### src/inc/hold_seq_consts.vh
`ifndef HOLD_SEQ_CONSTS_VH
`define HOLD_SEQ_CONSTS_VH

// ------------------------------------------------------------
// word layout
// ------------------------------------------------------------
`define WORD_W 16
`define SIGN_BIT 15
`define WORD_ZERO 16'h0000
`define WORD_ONE 16'h0001

// ------------------------------------------------------------
// register offsets (byte addresses on the register port)
// ------------------------------------------------------------
`define ADDR_W 8
`define OFS_ORDER 8'h00
`define OFS_STATUS 8'h04
`define OFS_ACC 8'h08
`define OFS_OPB 8'h0C
`define OFS_OPA 8'h10
`define OFS_STEP 8'h14

// ------------------------------------------------------------
// order codes written to the order register
// ------------------------------------------------------------
`define ORDER_W 3
`define ORD_NONE 3'h0
`define ORD_MUL_ROUND 3'h1
`define ORD_MUL_FULL 3'h2
`define ORD_DIVIDE 3'h3
`define ORD_TO_STORE 3'h4

// ------------------------------------------------------------
// status bit positions
// ------------------------------------------------------------
`define ST_BUSY 0
`define ST_ALARM 1
`define ST_SIGN_CTL 2
`define ST_DIV_ERR 3
`define ST_DIV_RUN 4
`define ST_MUL_RUN 5
`define ST_HOLD 6
`define ST_ALARM_CLR 0

// ------------------------------------------------------------
// step counts and timing
// ------------------------------------------------------------
`define STEP_W 5
`define STEP_ZERO 5'h00
`define MUL_STEPS 15
`define DIV_STEPS 17
`define LF_DIV 4

`endif

### src/hdl/divide_and_multiply_hold_sequencer.v
// The register addresses and the plain strobed port were decided locally.
`timescale 1ns/100ps
`include "hold_seq_consts.vh"

module divide_and_multiply_hold_sequencer #(
   parameter LF_DIV = `LF_DIV
) (
   input wire ref_clk_in,
   input wire reset_in,
   input wire [`ADDR_W-1:0] reg_addr_in,
   input wire [31:0] reg_wdata_in,
   input wire reg_write_in,
   input wire reg_read_in,
   output reg [31:0] reg_rdata_out,
   input wire [`WORD_W-1:0] storage_bus_in,
   output reg [`WORD_W-1:0] storage_bus_out,
   output reg storage_bus_strobe_out,
   output reg main_control_hold_out,
   output reg alarm_out,
   output reg busy_out
);

   // ------------------------------------------------------------
   // main control states
   // ------------------------------------------------------------
   localparam S_IDLE = 4'h0;
   localparam S_CLEAR = 4'h1;
   localparam S_READ_BUS = 4'h2;
   localparam S_ACC_SIGN = 4'h3;
   localparam S_TO_B = 4'h4;
   localparam S_CLR_ACC = 4'h5;
   localparam S_OPA_SIGN = 4'h6;
   localparam S_MUL_LOOP = 4'h7;
   localparam S_CARRY = 4'h8;
   localparam S_ROUND = 4'h9;
   localparam S_PROD_SIGN = 4'hA;
   localparam S_CLR_B = 4'hB;
   localparam S_SUBTRACT = 4'hC;
   localparam S_DIV_LOOP = 4'hD;
   localparam S_TO_BUS = 4'hE;
   localparam S_ALARM = 4'hF;

   // ones' complement sum with end-around carry
   function [`WORD_W-1:0] oc_add;
      input [`WORD_W-1:0] a;
      input [`WORD_W-1:0] b;
      reg [`WORD_W:0] raw;
      begin
         raw = {1'b0, a} + {1'b0, b};
         oc_add = raw[`WORD_W-1:0] + {{(`WORD_W-1){1'b0}}, raw[`WORD_W]};
      end
   endfunction

   reg [3:0] state_ff, nxt_state;
   reg [`ORDER_W-1:0] order_ff, nxt_order;
   reg [`WORD_W-1:0] accumulator_reg_ff, nxt_accumulator_reg;
   reg [`WORD_W-1:0] operand_a_reg_ff, nxt_operand_a_reg;
   reg [`WORD_W-1:0] operand_b_reg_ff, nxt_operand_b_reg;
   reg sign_control_flop_ff, nxt_sign_control_flop;
   reg divide_run_flop_ff, nxt_divide_run_flop;
   reg divide_phase_flop_ff, nxt_divide_phase_flop;
   reg divide_error_flop_ff, nxt_divide_error_flop;
   reg mul_run_ff, nxt_mul_run;
   reg pend_carry_ff, nxt_pend_carry;
   reg [`STEP_W-1:0] step_ff, nxt_step;
   reg [15:0] lf_cnt_ff;
   reg lf_tick_ff;
   reg [`WORD_W:0] raw_sum;
   reg [`WORD_W-1:0] shifted;
   reg ejected;

   wire accumulator_sign_bit = accumulator_reg_ff[`SIGN_BIT];
   wire accumulator_lsb = accumulator_reg_ff[0];
   wire operand_b_msb = operand_b_reg_ff[`SIGN_BIT];
   wire divide_clock_gate = divide_run_flop_ff & lf_tick_ff;
   wire divide_carry_gate = divide_clock_gate & ~divide_phase_flop_ff;
   wire divide_shift_gate = divide_clock_gate & divide_phase_flop_ff;
   wire divide_alarm_gate = divide_error_flop_ff;
   wire order_write = reg_write_in && (reg_addr_in == `OFS_ORDER);
   wire idle = (state_ff == S_IDLE);

   // ------------------------------------------------------------
   // low-frequency pulse source for the divide distributor
   // ------------------------------------------------------------
   always @(posedge ref_clk_in) begin
      if (reset_in) begin
         lf_cnt_ff <= 16'h0000;
         lf_tick_ff <= 1'b0;
      end else if (lf_cnt_ff == LF_DIV[15:0] - 16'h0001) begin
         lf_cnt_ff <= 16'h0000;
         lf_tick_ff <= 1'b1;
      end else begin
         lf_cnt_ff <= lf_cnt_ff + 16'h0001;
         lf_tick_ff <= 1'b0;
      end
   end

   // ------------------------------------------------------------
   // main control and arithmetic element next values
   // ------------------------------------------------------------
   always @* begin
      nxt_state = state_ff;
      nxt_order = order_ff;
      nxt_accumulator_reg = accumulator_reg_ff;
      nxt_operand_a_reg = operand_a_reg_ff;
      nxt_operand_b_reg = operand_b_reg_ff;
      nxt_sign_control_flop = sign_control_flop_ff;
      nxt_divide_run_flop = divide_run_flop_ff;
      nxt_divide_phase_flop = divide_phase_flop_ff;
      nxt_divide_error_flop = divide_error_flop_ff;
      nxt_mul_run = mul_run_ff;
      nxt_pend_carry = pend_carry_ff;
      nxt_step = step_ff;
      raw_sum = {(`WORD_W+1){1'b0}};
      shifted = `WORD_ZERO;
      ejected = 1'b0;
      case (state_ff)
         S_IDLE: begin
            if (order_write) begin
               nxt_order = reg_wdata_in[`ORDER_W-1:0];
               case (reg_wdata_in[`ORDER_W-1:0])
                  `ORD_MUL_ROUND, `ORD_MUL_FULL, `ORD_DIVIDE: nxt_state = S_CLEAR;
                  `ORD_TO_STORE: nxt_state = S_TO_BUS;
                  default: nxt_state = S_IDLE;
               endcase
            end else if (reg_write_in && reg_addr_in == `OFS_ACC) begin
               nxt_accumulator_reg = reg_wdata_in[`WORD_W-1:0];
            end
         end
         // multiply clears A and B, divide clears A only
         S_CLEAR: begin
            nxt_operand_a_reg = `WORD_ZERO;
            if (order_ff != `ORD_DIVIDE) begin
               nxt_operand_b_reg = `WORD_ZERO;
            end
            nxt_state = S_READ_BUS;
         end
         S_READ_BUS: begin
            nxt_operand_a_reg = storage_bus_in;
            nxt_state = S_ACC_SIGN;
         end
         // make accumulator positive, remember the sign, arm overflow check
         S_ACC_SIGN: begin
            if (accumulator_sign_bit) begin
               nxt_accumulator_reg = ~accumulator_reg_ff;
               nxt_sign_control_flop = ~sign_control_flop_ff;
            end
            nxt_divide_error_flop = 1'b1;
            nxt_state = (order_ff == `ORD_DIVIDE) ? S_OPA_SIGN : S_TO_B;
         end
         S_TO_B: begin
            nxt_operand_b_reg = accumulator_reg_ff;
            nxt_state = S_CLR_ACC;
         end
         S_CLR_ACC: begin
            nxt_accumulator_reg = `WORD_ZERO;
            nxt_state = (order_ff == `ORD_DIVIDE) ? S_PROD_SIGN : S_OPA_SIGN;
         end
         // make A-operand positive, toggling the sign memory
         S_OPA_SIGN: begin
            if (operand_a_reg_ff[`SIGN_BIT]) begin
               nxt_operand_a_reg = ~operand_a_reg_ff;
               nxt_sign_control_flop = ~sign_control_flop_ff;
            end
            if (order_ff == `ORD_DIVIDE) begin
               nxt_state = S_SUBTRACT;
            end else begin
               nxt_state = S_MUL_LOOP;
               nxt_mul_run = 1'b1;
               nxt_step = `STEP_ZERO;
            end
         end
         // high-frequency multiply: one add or one shift per cycle
         S_MUL_LOOP: begin
            if (operand_b_reg_ff[0]) begin
               nxt_accumulator_reg = oc_add(accumulator_reg_ff, operand_a_reg_ff);
               nxt_operand_b_reg = {operand_b_reg_ff[`WORD_W-1:1], 1'b0};
            end else begin
               nxt_accumulator_reg = {1'b0, accumulator_reg_ff[`WORD_W-1:1]};
               nxt_operand_b_reg = {accumulator_lsb, operand_b_reg_ff[`WORD_W-1:1]};
               nxt_step = step_ff + 5'h01;
               if (step_ff == `MUL_STEPS - 1) begin
                  nxt_mul_run = 1'b0;
                  nxt_state = S_CARRY;
               end
            end
         end
         // rounding multiply rounds and clears B; full product skips both
         S_CARRY: begin
            nxt_state = (order_ff == `ORD_MUL_ROUND) ? S_ROUND : S_PROD_SIGN;
         end
         S_ROUND: begin
            if (operand_b_msb) begin
               nxt_accumulator_reg = oc_add(accumulator_reg_ff, `WORD_ONE);
            end
            nxt_state = S_PROD_SIGN;
         end
         S_PROD_SIGN: begin
            if (sign_control_flop_ff) begin
               nxt_accumulator_reg = ~accumulator_reg_ff;
            end
            nxt_sign_control_flop = 1'b0;
            nxt_state = (order_ff == `ORD_MUL_ROUND) ? S_CLR_B : S_IDLE;
         end
         S_CLR_B: begin
            nxt_operand_b_reg = `WORD_ZERO;
            nxt_state = S_IDLE;
         end
         // initial subtraction; its end-around carry waits for the loop carry
         S_SUBTRACT: begin
            raw_sum = {1'b0, accumulator_reg_ff} + {1'b0, ~operand_a_reg_ff};
            nxt_accumulator_reg = raw_sum[`WORD_W-1:0];
            nxt_pend_carry = raw_sum[`WORD_W];
            nxt_divide_run_flop = 1'b1;
            nxt_divide_phase_flop = 1'b0;
            nxt_step = `STEP_ZERO;
            nxt_state = S_DIV_LOOP;
         end
         // low-frequency divide distributor
         S_DIV_LOOP: begin
            if (divide_carry_gate) begin
               nxt_accumulator_reg = accumulator_reg_ff + {{(`WORD_W-1){1'b0}}, pend_carry_ff};
               nxt_pend_carry = 1'b0;
               nxt_step = step_ff + 5'h01;
               nxt_divide_phase_flop = 1'b1;
            end else if (divide_shift_gate) begin
               ejected = accumulator_sign_bit;
               shifted = {accumulator_reg_ff[`WORD_W-2:0], ejected};
               if (ejected) begin
                  raw_sum = {1'b0, shifted} + {1'b0, operand_a_reg_ff};
               end else begin
                  raw_sum = {1'b0, shifted} + {1'b0, ~operand_a_reg_ff};
               end
               nxt_accumulator_reg = raw_sum[`WORD_W-1:0];
               nxt_pend_carry = raw_sum[`WORD_W];
               nxt_operand_b_reg = {operand_b_msb, operand_b_reg_ff[`WORD_W-3:0], ~ejected};
               nxt_divide_phase_flop = 1'b0;
               if (divide_alarm_gate) begin
                  nxt_divide_error_flop = 1'b0;
                  if (!ejected) begin
                     nxt_divide_run_flop = 1'b0;
                     nxt_state = S_ALARM;
                  end
               end
               if ((divide_alarm_gate && !ejected) == 1'b0 && step_ff == `DIV_STEPS) begin
                  nxt_divide_run_flop = 1'b0;
                  nxt_state = S_CLR_ACC;
               end
            end
         end
         S_TO_BUS: begin
            nxt_state = S_IDLE;
         end
         // clock stopped until software clears the alarm
         S_ALARM: begin
            if (reg_write_in && reg_addr_in == `OFS_STATUS && reg_wdata_in[`ST_ALARM_CLR]) begin
               nxt_state = S_IDLE;
               nxt_sign_control_flop = 1'b0; // aborted divide must not leave a stale sign
            end
         end
         default: nxt_state = S_IDLE;
      endcase
   end

   // ------------------------------------------------------------
   // state registers
   // ------------------------------------------------------------
   always @(posedge ref_clk_in) begin
      if (reset_in) begin
         state_ff <= S_IDLE;
         order_ff <= `ORD_NONE;
         accumulator_reg_ff <= `WORD_ZERO;
         operand_a_reg_ff <= `WORD_ZERO;
         operand_b_reg_ff <= `WORD_ZERO;
         sign_control_flop_ff <= 1'b0;
         divide_run_flop_ff <= 1'b0;
         divide_phase_flop_ff <= 1'b0;
         divide_error_flop_ff <= 1'b0;
         mul_run_ff <= 1'b0;
         pend_carry_ff <= 1'b0;
         step_ff <= `STEP_ZERO;
      end else begin
         state_ff <= nxt_state;
         order_ff <= nxt_order;
         accumulator_reg_ff <= nxt_accumulator_reg;
         operand_a_reg_ff <= nxt_operand_a_reg;
         operand_b_reg_ff <= nxt_operand_b_reg;
         sign_control_flop_ff <= nxt_sign_control_flop;
         divide_run_flop_ff <= nxt_divide_run_flop;
         divide_phase_flop_ff <= nxt_divide_phase_flop;
         divide_error_flop_ff <= nxt_divide_error_flop;
         mul_run_ff <= nxt_mul_run;
         pend_carry_ff <= nxt_pend_carry;
         step_ff <= nxt_step;
      end
   end

   // ------------------------------------------------------------
   // registered outputs: bus drive, hold, alarm, busy
   // ------------------------------------------------------------
   always @(posedge ref_clk_in) begin
      if (reset_in) begin
         storage_bus_out <= `WORD_ZERO;
         storage_bus_strobe_out <= 1'b0;
         main_control_hold_out <= 1'b0;
         alarm_out <= 1'b0;
         busy_out <= 1'b0;
      end else begin
         storage_bus_strobe_out <= (state_ff == S_TO_BUS);
         if (state_ff == S_TO_BUS) begin
            storage_bus_out <= accumulator_reg_ff;
         end
         main_control_hold_out <= nxt_mul_run | nxt_divide_run_flop;
         alarm_out <= (nxt_state == S_ALARM);
         busy_out <= (nxt_state != S_IDLE);
      end
   end

   // ------------------------------------------------------------
   // register read port, data one cycle after the strobe
   // ------------------------------------------------------------
   always @(posedge ref_clk_in) begin
      if (reset_in) begin
         reg_rdata_out <= 32'h00000000;
      end else if (reg_read_in) begin
         case (reg_addr_in)
            `OFS_ORDER: reg_rdata_out <= {29'h00000000, order_ff};
            `OFS_STATUS: reg_rdata_out <= {25'h0000000, main_control_hold_out, mul_run_ff,
               divide_run_flop_ff, divide_error_flop_ff, sign_control_flop_ff, alarm_out, ~idle};
            `OFS_ACC: reg_rdata_out <= {16'h0000, accumulator_reg_ff};
            `OFS_OPB: reg_rdata_out <= {16'h0000, operand_b_reg_ff};
            `OFS_OPA: reg_rdata_out <= {16'h0000, operand_a_reg_ff};
            `OFS_STEP: reg_rdata_out <= {27'h0000000, step_ff};
            default: reg_rdata_out <= 32'h00000000;
         endcase
      end else begin
         reg_rdata_out <= 32'h00000000;
      end
   end

endmodule // divide_and_multiply_hold_sequencer

### config.mk
export PLATFORM = sky130hd
export DESIGN_NAME = divide_and_multiply_hold_sequencer
export DESIGN_NICKNAME = d
export VERILOG_FILES = /design/src/hdl/divide_and_multiply_hold_sequencer.v
export VERILOG_INCLUDE_DIRS = /design/src /design/src/inc
export SDC_FILE = /design/constraint.sdc
export NUM_CORES = 1
export LEC_CHECK = 0
export BUFFER_PORTS_ARGS = -buffer_cell sky130_fd_sc_hd__buf_2
export CAP_MARGIN = 20
export CORE_MARGIN = 1
export CORE_UTILIZATION = 50
export DETAILED_ROUTE_END_ITERATION = 10
export GPL_ROUTABILITY_DRIVEN = 0
export PLACE_DENSITY = 0.7
export SYNTH_ARGS = -nofsm -noshare
export SYNTH_HDL_FRONTEND = slang
export SYNTH_SLANG_ARGS = --single-unit
### constraint.sdc
create_clock -name ref_clk_in -period 4.36 [get_ports ref_clk_in]
set_input_delay 0.218 -clock ref_clk_in [delete_from_list [all_inputs] [get_ports ref_clk_in]]
set_output_delay 0.218 -clock ref_clk_in [all_outputs]
set_load 0.02 [all_outputs]
==> metrics, run 1 <==
post_cts resized 0; cells on worst reg2reg path 19; hold_buf cts 0; crit path cell chain ha_1, fa_1, nor2b_1, o211ai_1, a211oi_2, nor2_1, o21bai_1, a21oi_1, nor2_1, nor2_1, o21bai_1, ha_1, ha_1, nand2_1, nand4b_1, xnor2_1, nor2_1, nor4_1, nor4_1; GRT Overall Usage 0.3406; Initial Util 0.5120; area of the mapped netlist 9998 µm²; Post-synth top cells 169 x nor2_1, 134 x nand2_1, 119 x dfxtp_1, 96 x a21oi_1; Ant. Diodes 0; CTS tree done; Num Clock Sinks 119; post-CTS setup buffer count 0; worst path arrival time 4360 ps; global route overflow 0; Hold WC Path Type input pin to flop; number of hold violations in the final report 0; status finished, violations left; setup TNS 0 ps; max cap viols 0; Final Max Tran Viols 0; clk_skew 12.95 ps; Worst Setup SP operand_a_reg_ff[0]; Clk Tree Root Cell clkbuf_16; Peak supply drop 0.4875 mV; final antenna-violating net count 0; H-tree Lvls 4; ys flop type dfxtp_1; first drt pass iteration count 11; IO buf count 79; Top delay family on crit path simple AND/OR/NAND/NOR gates; switch share 0.5041; most frequent cell after synthesis nor2_1; Slew headroom 0.2462; post-detailed-routing wire length 34570 µm; CP peak stage delay 460 ps; Synth area leader dfxtp_1; DR WL/cell 20.44 µm; top-area cell type share of the netlist area 0.2383; Buf+Inv Stages, Crit Path 0; final setup violation count 0; maximum clock path buffer count 2; area grow syn2layout 14.33%; Rows 51; clock transition at the registers of the reported paths 70 ps; antenna violations before repair 0; I/O pin cnt 112; Cell Pwr Density 737.0 nW/µm²; Non-Filler Instances 1691; final core utilization 0.5854; R2R Setup Slk 280 ps; DRC 1; Reg power frac 0.187; number of distinct library cells after synthesis 92; Crit Path Class flop to flop; most frequent CP cell nor2_1; core area 19530 µm²; routed vias 10880; Crit path depth 19; post-layout min period 4076 ps; failing checks DRC; reg2reg start operand_a_reg_ff[0]; YS warnings 0; Place WS 302.3 ps; fin nets 1536; first-pass GRT wire length 53700 µm; sw power 4.247 mW; Final Cycle Share 0.9349; clk_lat worst skew 440 ps; Clk pwr share 0.180; Fmax achieved 245.3 MHz; combinational share of power 0.632; overall power 8.424 mW; Post-synth EDFFs 0; die area 20570 µm²; Die Wd 143.4 µm; largest net degree at the start of global routing 46; Slowest-stage cell, CP fa_1; Die Span Y 143.4 µm; placed cells 1656; Int Power 4.177 mW; initial DRC count 1505; worst setup margin 283.7 ps; vias per cell 6.436; Worst-Margin Slew 1123 ps; crit-path max FO 5; RSZ-0062 raised after global routing false; Mapped Cells 1343; share of cells above drive strength 1 0.1431; CP required 4650 ps; Yosys reg bits 119; LEAKAGE 4.373 nW; syn avg cell area 7.445 µm²; clock buffer count from CTS 17; top cells by area, synth dfxtp_1 24%, ha_1 7.5%, nor2_1 6.3%; sequential area share after synthesis 0.2383; post-DP HPWL 24680 µm; r2r endpoint accumulator_reg_ff[8]; CP endpoint accumulator_reg_ff[8]; ys async rst share 0; number of global-route vias before repair 9861; crit start category flop; CP endpoint kind flop
==> cell type report <==
class / instances / area, µm²
fillers: 1915 / 8095
multi-input cells: 1091 / 7058
flip-flops and latches: 119 / 2382
repair buffers: 142 / 882.1
clock buffers: 18 / 429.2
well taps: 265 / 331.6
clock inverters: 14 / 190.2
inverters: 42 / 157.7
==> state kept, by name (all words and copies together) (netlist names), 3 cells and up <==
register,count
reg_rdata_out,16
storage_bus_out,16
step_ff,5
state_ff,4
operand_b_reg_ff,16
operand_a_reg_ff,16
lf_cnt_ff,16
accumulator_reg_ff,16
order_ff,3
==> layer usage <==
metal	routed length, µm	up-vias	part of all wire	track usage
li1	-	5070	-	-
met1	14530	5046	0.42	0.4513
met2	15020	621	0.43	0.5146
met3	3315	147	0.096	0.07931
met4	1703	0	0.049	0.1713
met5	0	-	0	0
==> worst reg2reg max path: stages, from the launching register on <==
cell	delay (ps)
dfxtp_1	350
ha_1	250
fa_1	460
nor2b_1	190
o211ai_1	430
a211oi_2	160
nor2_1	220
o21bai_1	90
a21oi_1	150
nor2_1	50
nor2_1	120
o21bai_1	120
ha_1	230
ha_1	190
nand2_1	130
nand4b_1	150
xnor2_1	120
nor2_1	60
nor4_1	380
nor4_1	100
==> worst min-delay path by stage <==
stage | startpoint | to | slack, ps | cells after the start
after floorplan | reg_wdata_in[2] | order_ff[2] | 370 | 2
after global placement | storage_bus_out[3] | storage_bus_out[3] | 440 | 2
after detailed placement | storage_bus_out[1] | storage_bus_out[1] | 440 | 2
after CTS | storage_bus_in[7] | operand_a_reg_ff[7] | 30 | 3
after global routing | storage_bus_in[6] | operand_a_reg_ff[6] | 40 | 3
final | storage_bus_in[7] | operand_a_reg_ff[7] | 20 | 3
==> power by group through the flow <==
stage / logic (mW) / registers [mW] / clock network (mW)
6_report: 5.33 / 1.58 / 1.52
5_1_grt: 5.75 / 1.60 / 1.57
4_1_cts: 5.17 / 1.56 / 1.53
3_5_place_dp: 5.12 / 1.58 / 0
3_3_place_gp: 5.05 / 1.58 / 0
2_1_floorplan: 3.72 / 1.52 / 0
==> layout by cell type, fill, tap and decap left out, drive strengths merged, types with 12 or more instances in the layout <==
| cell type | Yosys | routed |
|---|---|---|
| nor2 | 169 | 169 |
| buf | 41 | 141 |
| nand2 | 134 | 134 |
| dfxtp | 119 | 119 |
| a21oi | 96 | 96 |
| o21ai | 70 | 70 |
| ha | 60 | 60 |
| xnor2 | 55 | 55 |
| nand3 | 51 | 51 |
| nor3 | 46 | 46 |
| inv | 40 | 45 |
| a211oi | 39 | 39 |
| xor2 | 37 | 37 |
| a222oi | 29 | 29 |
| a221oi | 28 | 28 |
| clkbuf | 65 | 19 |
| nor4 | 18 | 18 |
| conb | 1 | 16 |
| or3 | 15 | 15 |
| a31oi | 13 | 13 |
| nand4 | 12 | 12 |
| a21o | 12 | 12 |
==> per-stage QoR <==
step	hold WS, ps	instance area, µm²
after CTS	25.19	11390
after detailed placement	443.6	10770
after global routing	38.17	11430
after floorplan	365.5	10050
final	21.24	11430
after global placement	444.9	10770
==> cell families (layout without fill, tap and decap cells) <==
family                   count (synthesis)  count (layout)  share of synthesized area
AO/OA/AOI/OAI                          389             389                     0.2732
flip-flops                             119             119                     0.2383
AND/OR/NAND/NOR                        524             524                     0.2540
multiplexers                             7               7                   0.007008
other                                    1              16                  0.0003751
XOR/XNOR                                92              92                    0.08134
buffers and inverters                  148             216                    0.06470
adder cells (fa/ha/maj)                 63              63                    0.08109
(Power assumes the default switching activity.)
==> inputs of run 2 (changes only) <==
--- a/config.mk
+++ b/config.mk
@@ -7,12 +7,10 @@
 export NUM_CORES = 1
 export LEC_CHECK = 0
 export BUFFER_PORTS_ARGS = -buffer_cell sky130_fd_sc_hd__buf_2
-export CAP_MARGIN = 20
 export CORE_MARGIN = 1
-export CORE_UTILIZATION = 50
+export CORE_UTILIZATION = 35
 export DETAILED_ROUTE_END_ITERATION = 10
 export GPL_ROUTABILITY_DRIVEN = 0
-export PLACE_DENSITY = 0.7
 export SYNTH_ARGS = -nofsm -noshare
 export SYNTH_HDL_FRONTEND = slang
 export SYNTH_SLANG_ARGS = --single-unit
==> run 2 against run 1 <==
Against the previous run: combinational power barely moved; first-iteration DRC count fell by 19%; sequential cell count is the same; core utilization fell by 17 points; hold slack improved by 10 ps; critical path type unchanged; clock power shrank 6%; clock skew decreased by 5.6 ps; final cell count rose by 6.8%; power shrank 1.4%; global-route usage decreased by 9.3 points; the flow now finishes without violations.
==> metrics, run 2 (synthesized netlist as in run 1, its figures left out) <==
status finished, final reports clean (was finished, violations left); CP endpoint kind flop (unchanged); Int Power 4.060 mW (was 4.177 mW); Final Max Tran Viols 0 (unchanged); crit start category flop (unchanged); first drt pass iteration count 8 (was 11); Reg power frac 0.191 (was 0.187); first-pass GRT wire length 55650 µm (was 53700 µm); core area 27930 µm² (was 19530 µm²); Initial Util 0.3579 (was 0.5120); Crit Path Class flop to flop (unchanged); antenna violations before repair 0 (unchanged); DRC 0 (was 1); IO buf count 79 (unchanged); initial DRC count 1222 (was 1505); sw power 4.250 mW (was 4.247 mW); fillcell total 2910 (was 1915); clk_lat worst skew 430 ps (was 440 ps); max cap viols 0 (unchanged); switch share 0.5114 (was 0.5041); share of cells above drive strength 1 0.1486 (was 0.1431); Clk pwr share 0.172 (was 0.180); RSZ-0062 raised after global routing false (unchanged); setup TNS 0 ps (unchanged); I/O pin cnt 112 (unchanged); H-tree Lvls 4 (unchanged); Peak supply drop 0.3103 mV (was 0.4875 mV); number of global-route vias before repair 9803 (was 9861); largest net degree at the start of global routing 81 (was 46); DR WL/cell 19.91 µm (was 20.44 µm); LEAKAGE 4.357 nW (was 4.373 nW); die area 29250 µm² (was 20570 µm²); clk_skew 7.385 ps (was 12.95 ps); number of hold violations in the final report 0 (unchanged); overall power 8.309 mW (was 8.424 mW); worst path arrival time 4340 ps (was 4360 ps); commonest non-fill, non-tap cell in the layout nor2_1 (unchanged); Rows 61 (was 51); maximum clock path buffer count 2 (unchanged); Worst-Margin Slew 1131 ps (was 1123 ps); Die Span Y 171.0 µm (was 143.4 µm); commonest non-fill, non-tap cells in the layout 168 x nor2_1, 134 x nand2_1, 119 x dfxtp_1, 96 x a21oi_1, 79 x buf_2 (unchanged); Final Cycle Share 0.9346 (was 0.9349); hold_buf cts 0 (unchanged); post-layout min period 4075 ps (was 4076 ps); Cell Pwr Density 719.3 nW/µm² (was 737.0 nW/µm²); CP required 4620 ps (was 4650 ps); fin nets 1537 (was 1536); Num Clock Sinks 119 (unchanged); Fmax achieved 245.4 MHz (was 245.3 MHz); clock buffer count from CTS 17 (unchanged); post-DP HPWL 25980 µm (was 24680 µm); final antenna-violating net count 0 (unchanged); combinational share of power 0.638 (was 0.632); Clk Tree Root Cell clkbuf_16 (unchanged); area grow syn2layout 15.53% (was 14.33%); final setup violation count 0 (unchanged); GRT Overall Usage 0.2476 (was 0.3406); vias per cell 5.948 (was 6.436); clock transition at the registers of the reported paths 60 ps (was 70 ps); routed vias 10740 (was 10880); CTS tree done (unchanged); global route overflow 0 (unchanged); crit-path max FO 5 (unchanged); Slew headroom 0.2444 (was 0.2462); Hold WC Path Type input pin to flop (unchanged); post-detailed-routing wire length 35950 µm (was 34570 µm); Die Wd 171.0 µm (was 143.4 µm)
## run 2: cell count changes in the layout (fill, tap and decap cells not counted), sizes merged
cell      delta
bufinv       -2
clkinvlp     +2
buf          +2
clkbuf       -1
clkinv       -2
inv          +2
diode        +1
## run 2: cell type report
type	instances	area, µm²	area share
multi-input cells	1091	7079	0.6129
clock buffers	18	439.2	0.03802
inverters	42	157.7	0.01365
well taps	378	473.0	0.04094
diodes	1	2.502	0.0002166
flip-flops and latches	119	2382	0.2062
clock inverters	14	141.4	0.01224
repair buffers	143	875.8	0.07582
## run 2: routing by layer
layer	track usage	share of wire
met3	0.04973	0.084
met4	0.1188	0.042
met1	0.3283	0.43
met5	0	0
met2	0.3816	0.44
## run 2: worst paths after layout
kind | cells after the start | from | slack, ps | to
worst min-delay path | 3 | storage_bus_in[3] | 30 | operand_a_reg_ff[3]
worst max-delay path | 19 | operand_a_reg_ff[0] | 290 | accumulator_reg_ff[14]
worst max register to register | 19 | operand_a_reg_ff[0] | 290 | accumulator_reg_ff[14]
worst min register to register | 2 | storage_bus_out[14] | 450 | storage_bus_out[14]
## run 2: power by group through the flow
stage	Sequential [mW]	Combinational (mW)	Clock (mW)
detailed placement	1.59	5.13	0
global placement	1.59	5.07	0
floorplan	1.52	3.72	0
CTS	1.57	5.16	1.45
global route	1.62	5.77	1.49
finish	1.58	5.30	1.43
## run 2: timing repair
action,4_1_cts,5_1_grt
resized for setup,0,7
setup buffers,0,3
endpoints found under the setup margin,0,8
## run 2: per-stage QoR
stage / worst slack (ps) / hold WS, ps / utilization / cells / instance area (µm²)
final: 285.1 / 31.40 / 0.4135 / 1806 / 11550
after global routing: 69.22 / 49.90 / 0.4134 / 1805 / 11550
after CTS: 118.8 / 23.25 / 0.4114 / 1802 / 11490
after detailed placement: 127.6 / 445.3 / 0.3906 / 1770 / 10910
after global placement: 162.0 / 444.1 / 0.3906 / 1770 / 10910
after floorplan: 491.0 / 365.5 / - / 1358 / 10050
## run 2: critical path, stage by stage (launching register included)
cell and delay [ps]:
dfxtp_1 410, ha_1 220, fa_1 270, nor2b_2 220, o211ai_1 100, buf_4 170, a211oi_2 320, nor2_1 120
o21bai_1 150, a21oi_1 90, nor2_1 100, nor2_1 70, o21bai_2 180, ha_1 180, ha_1 280, nand2_1 200
nor3_2 260, or3b_1 360, nand3_1 110, a311oi_1 110
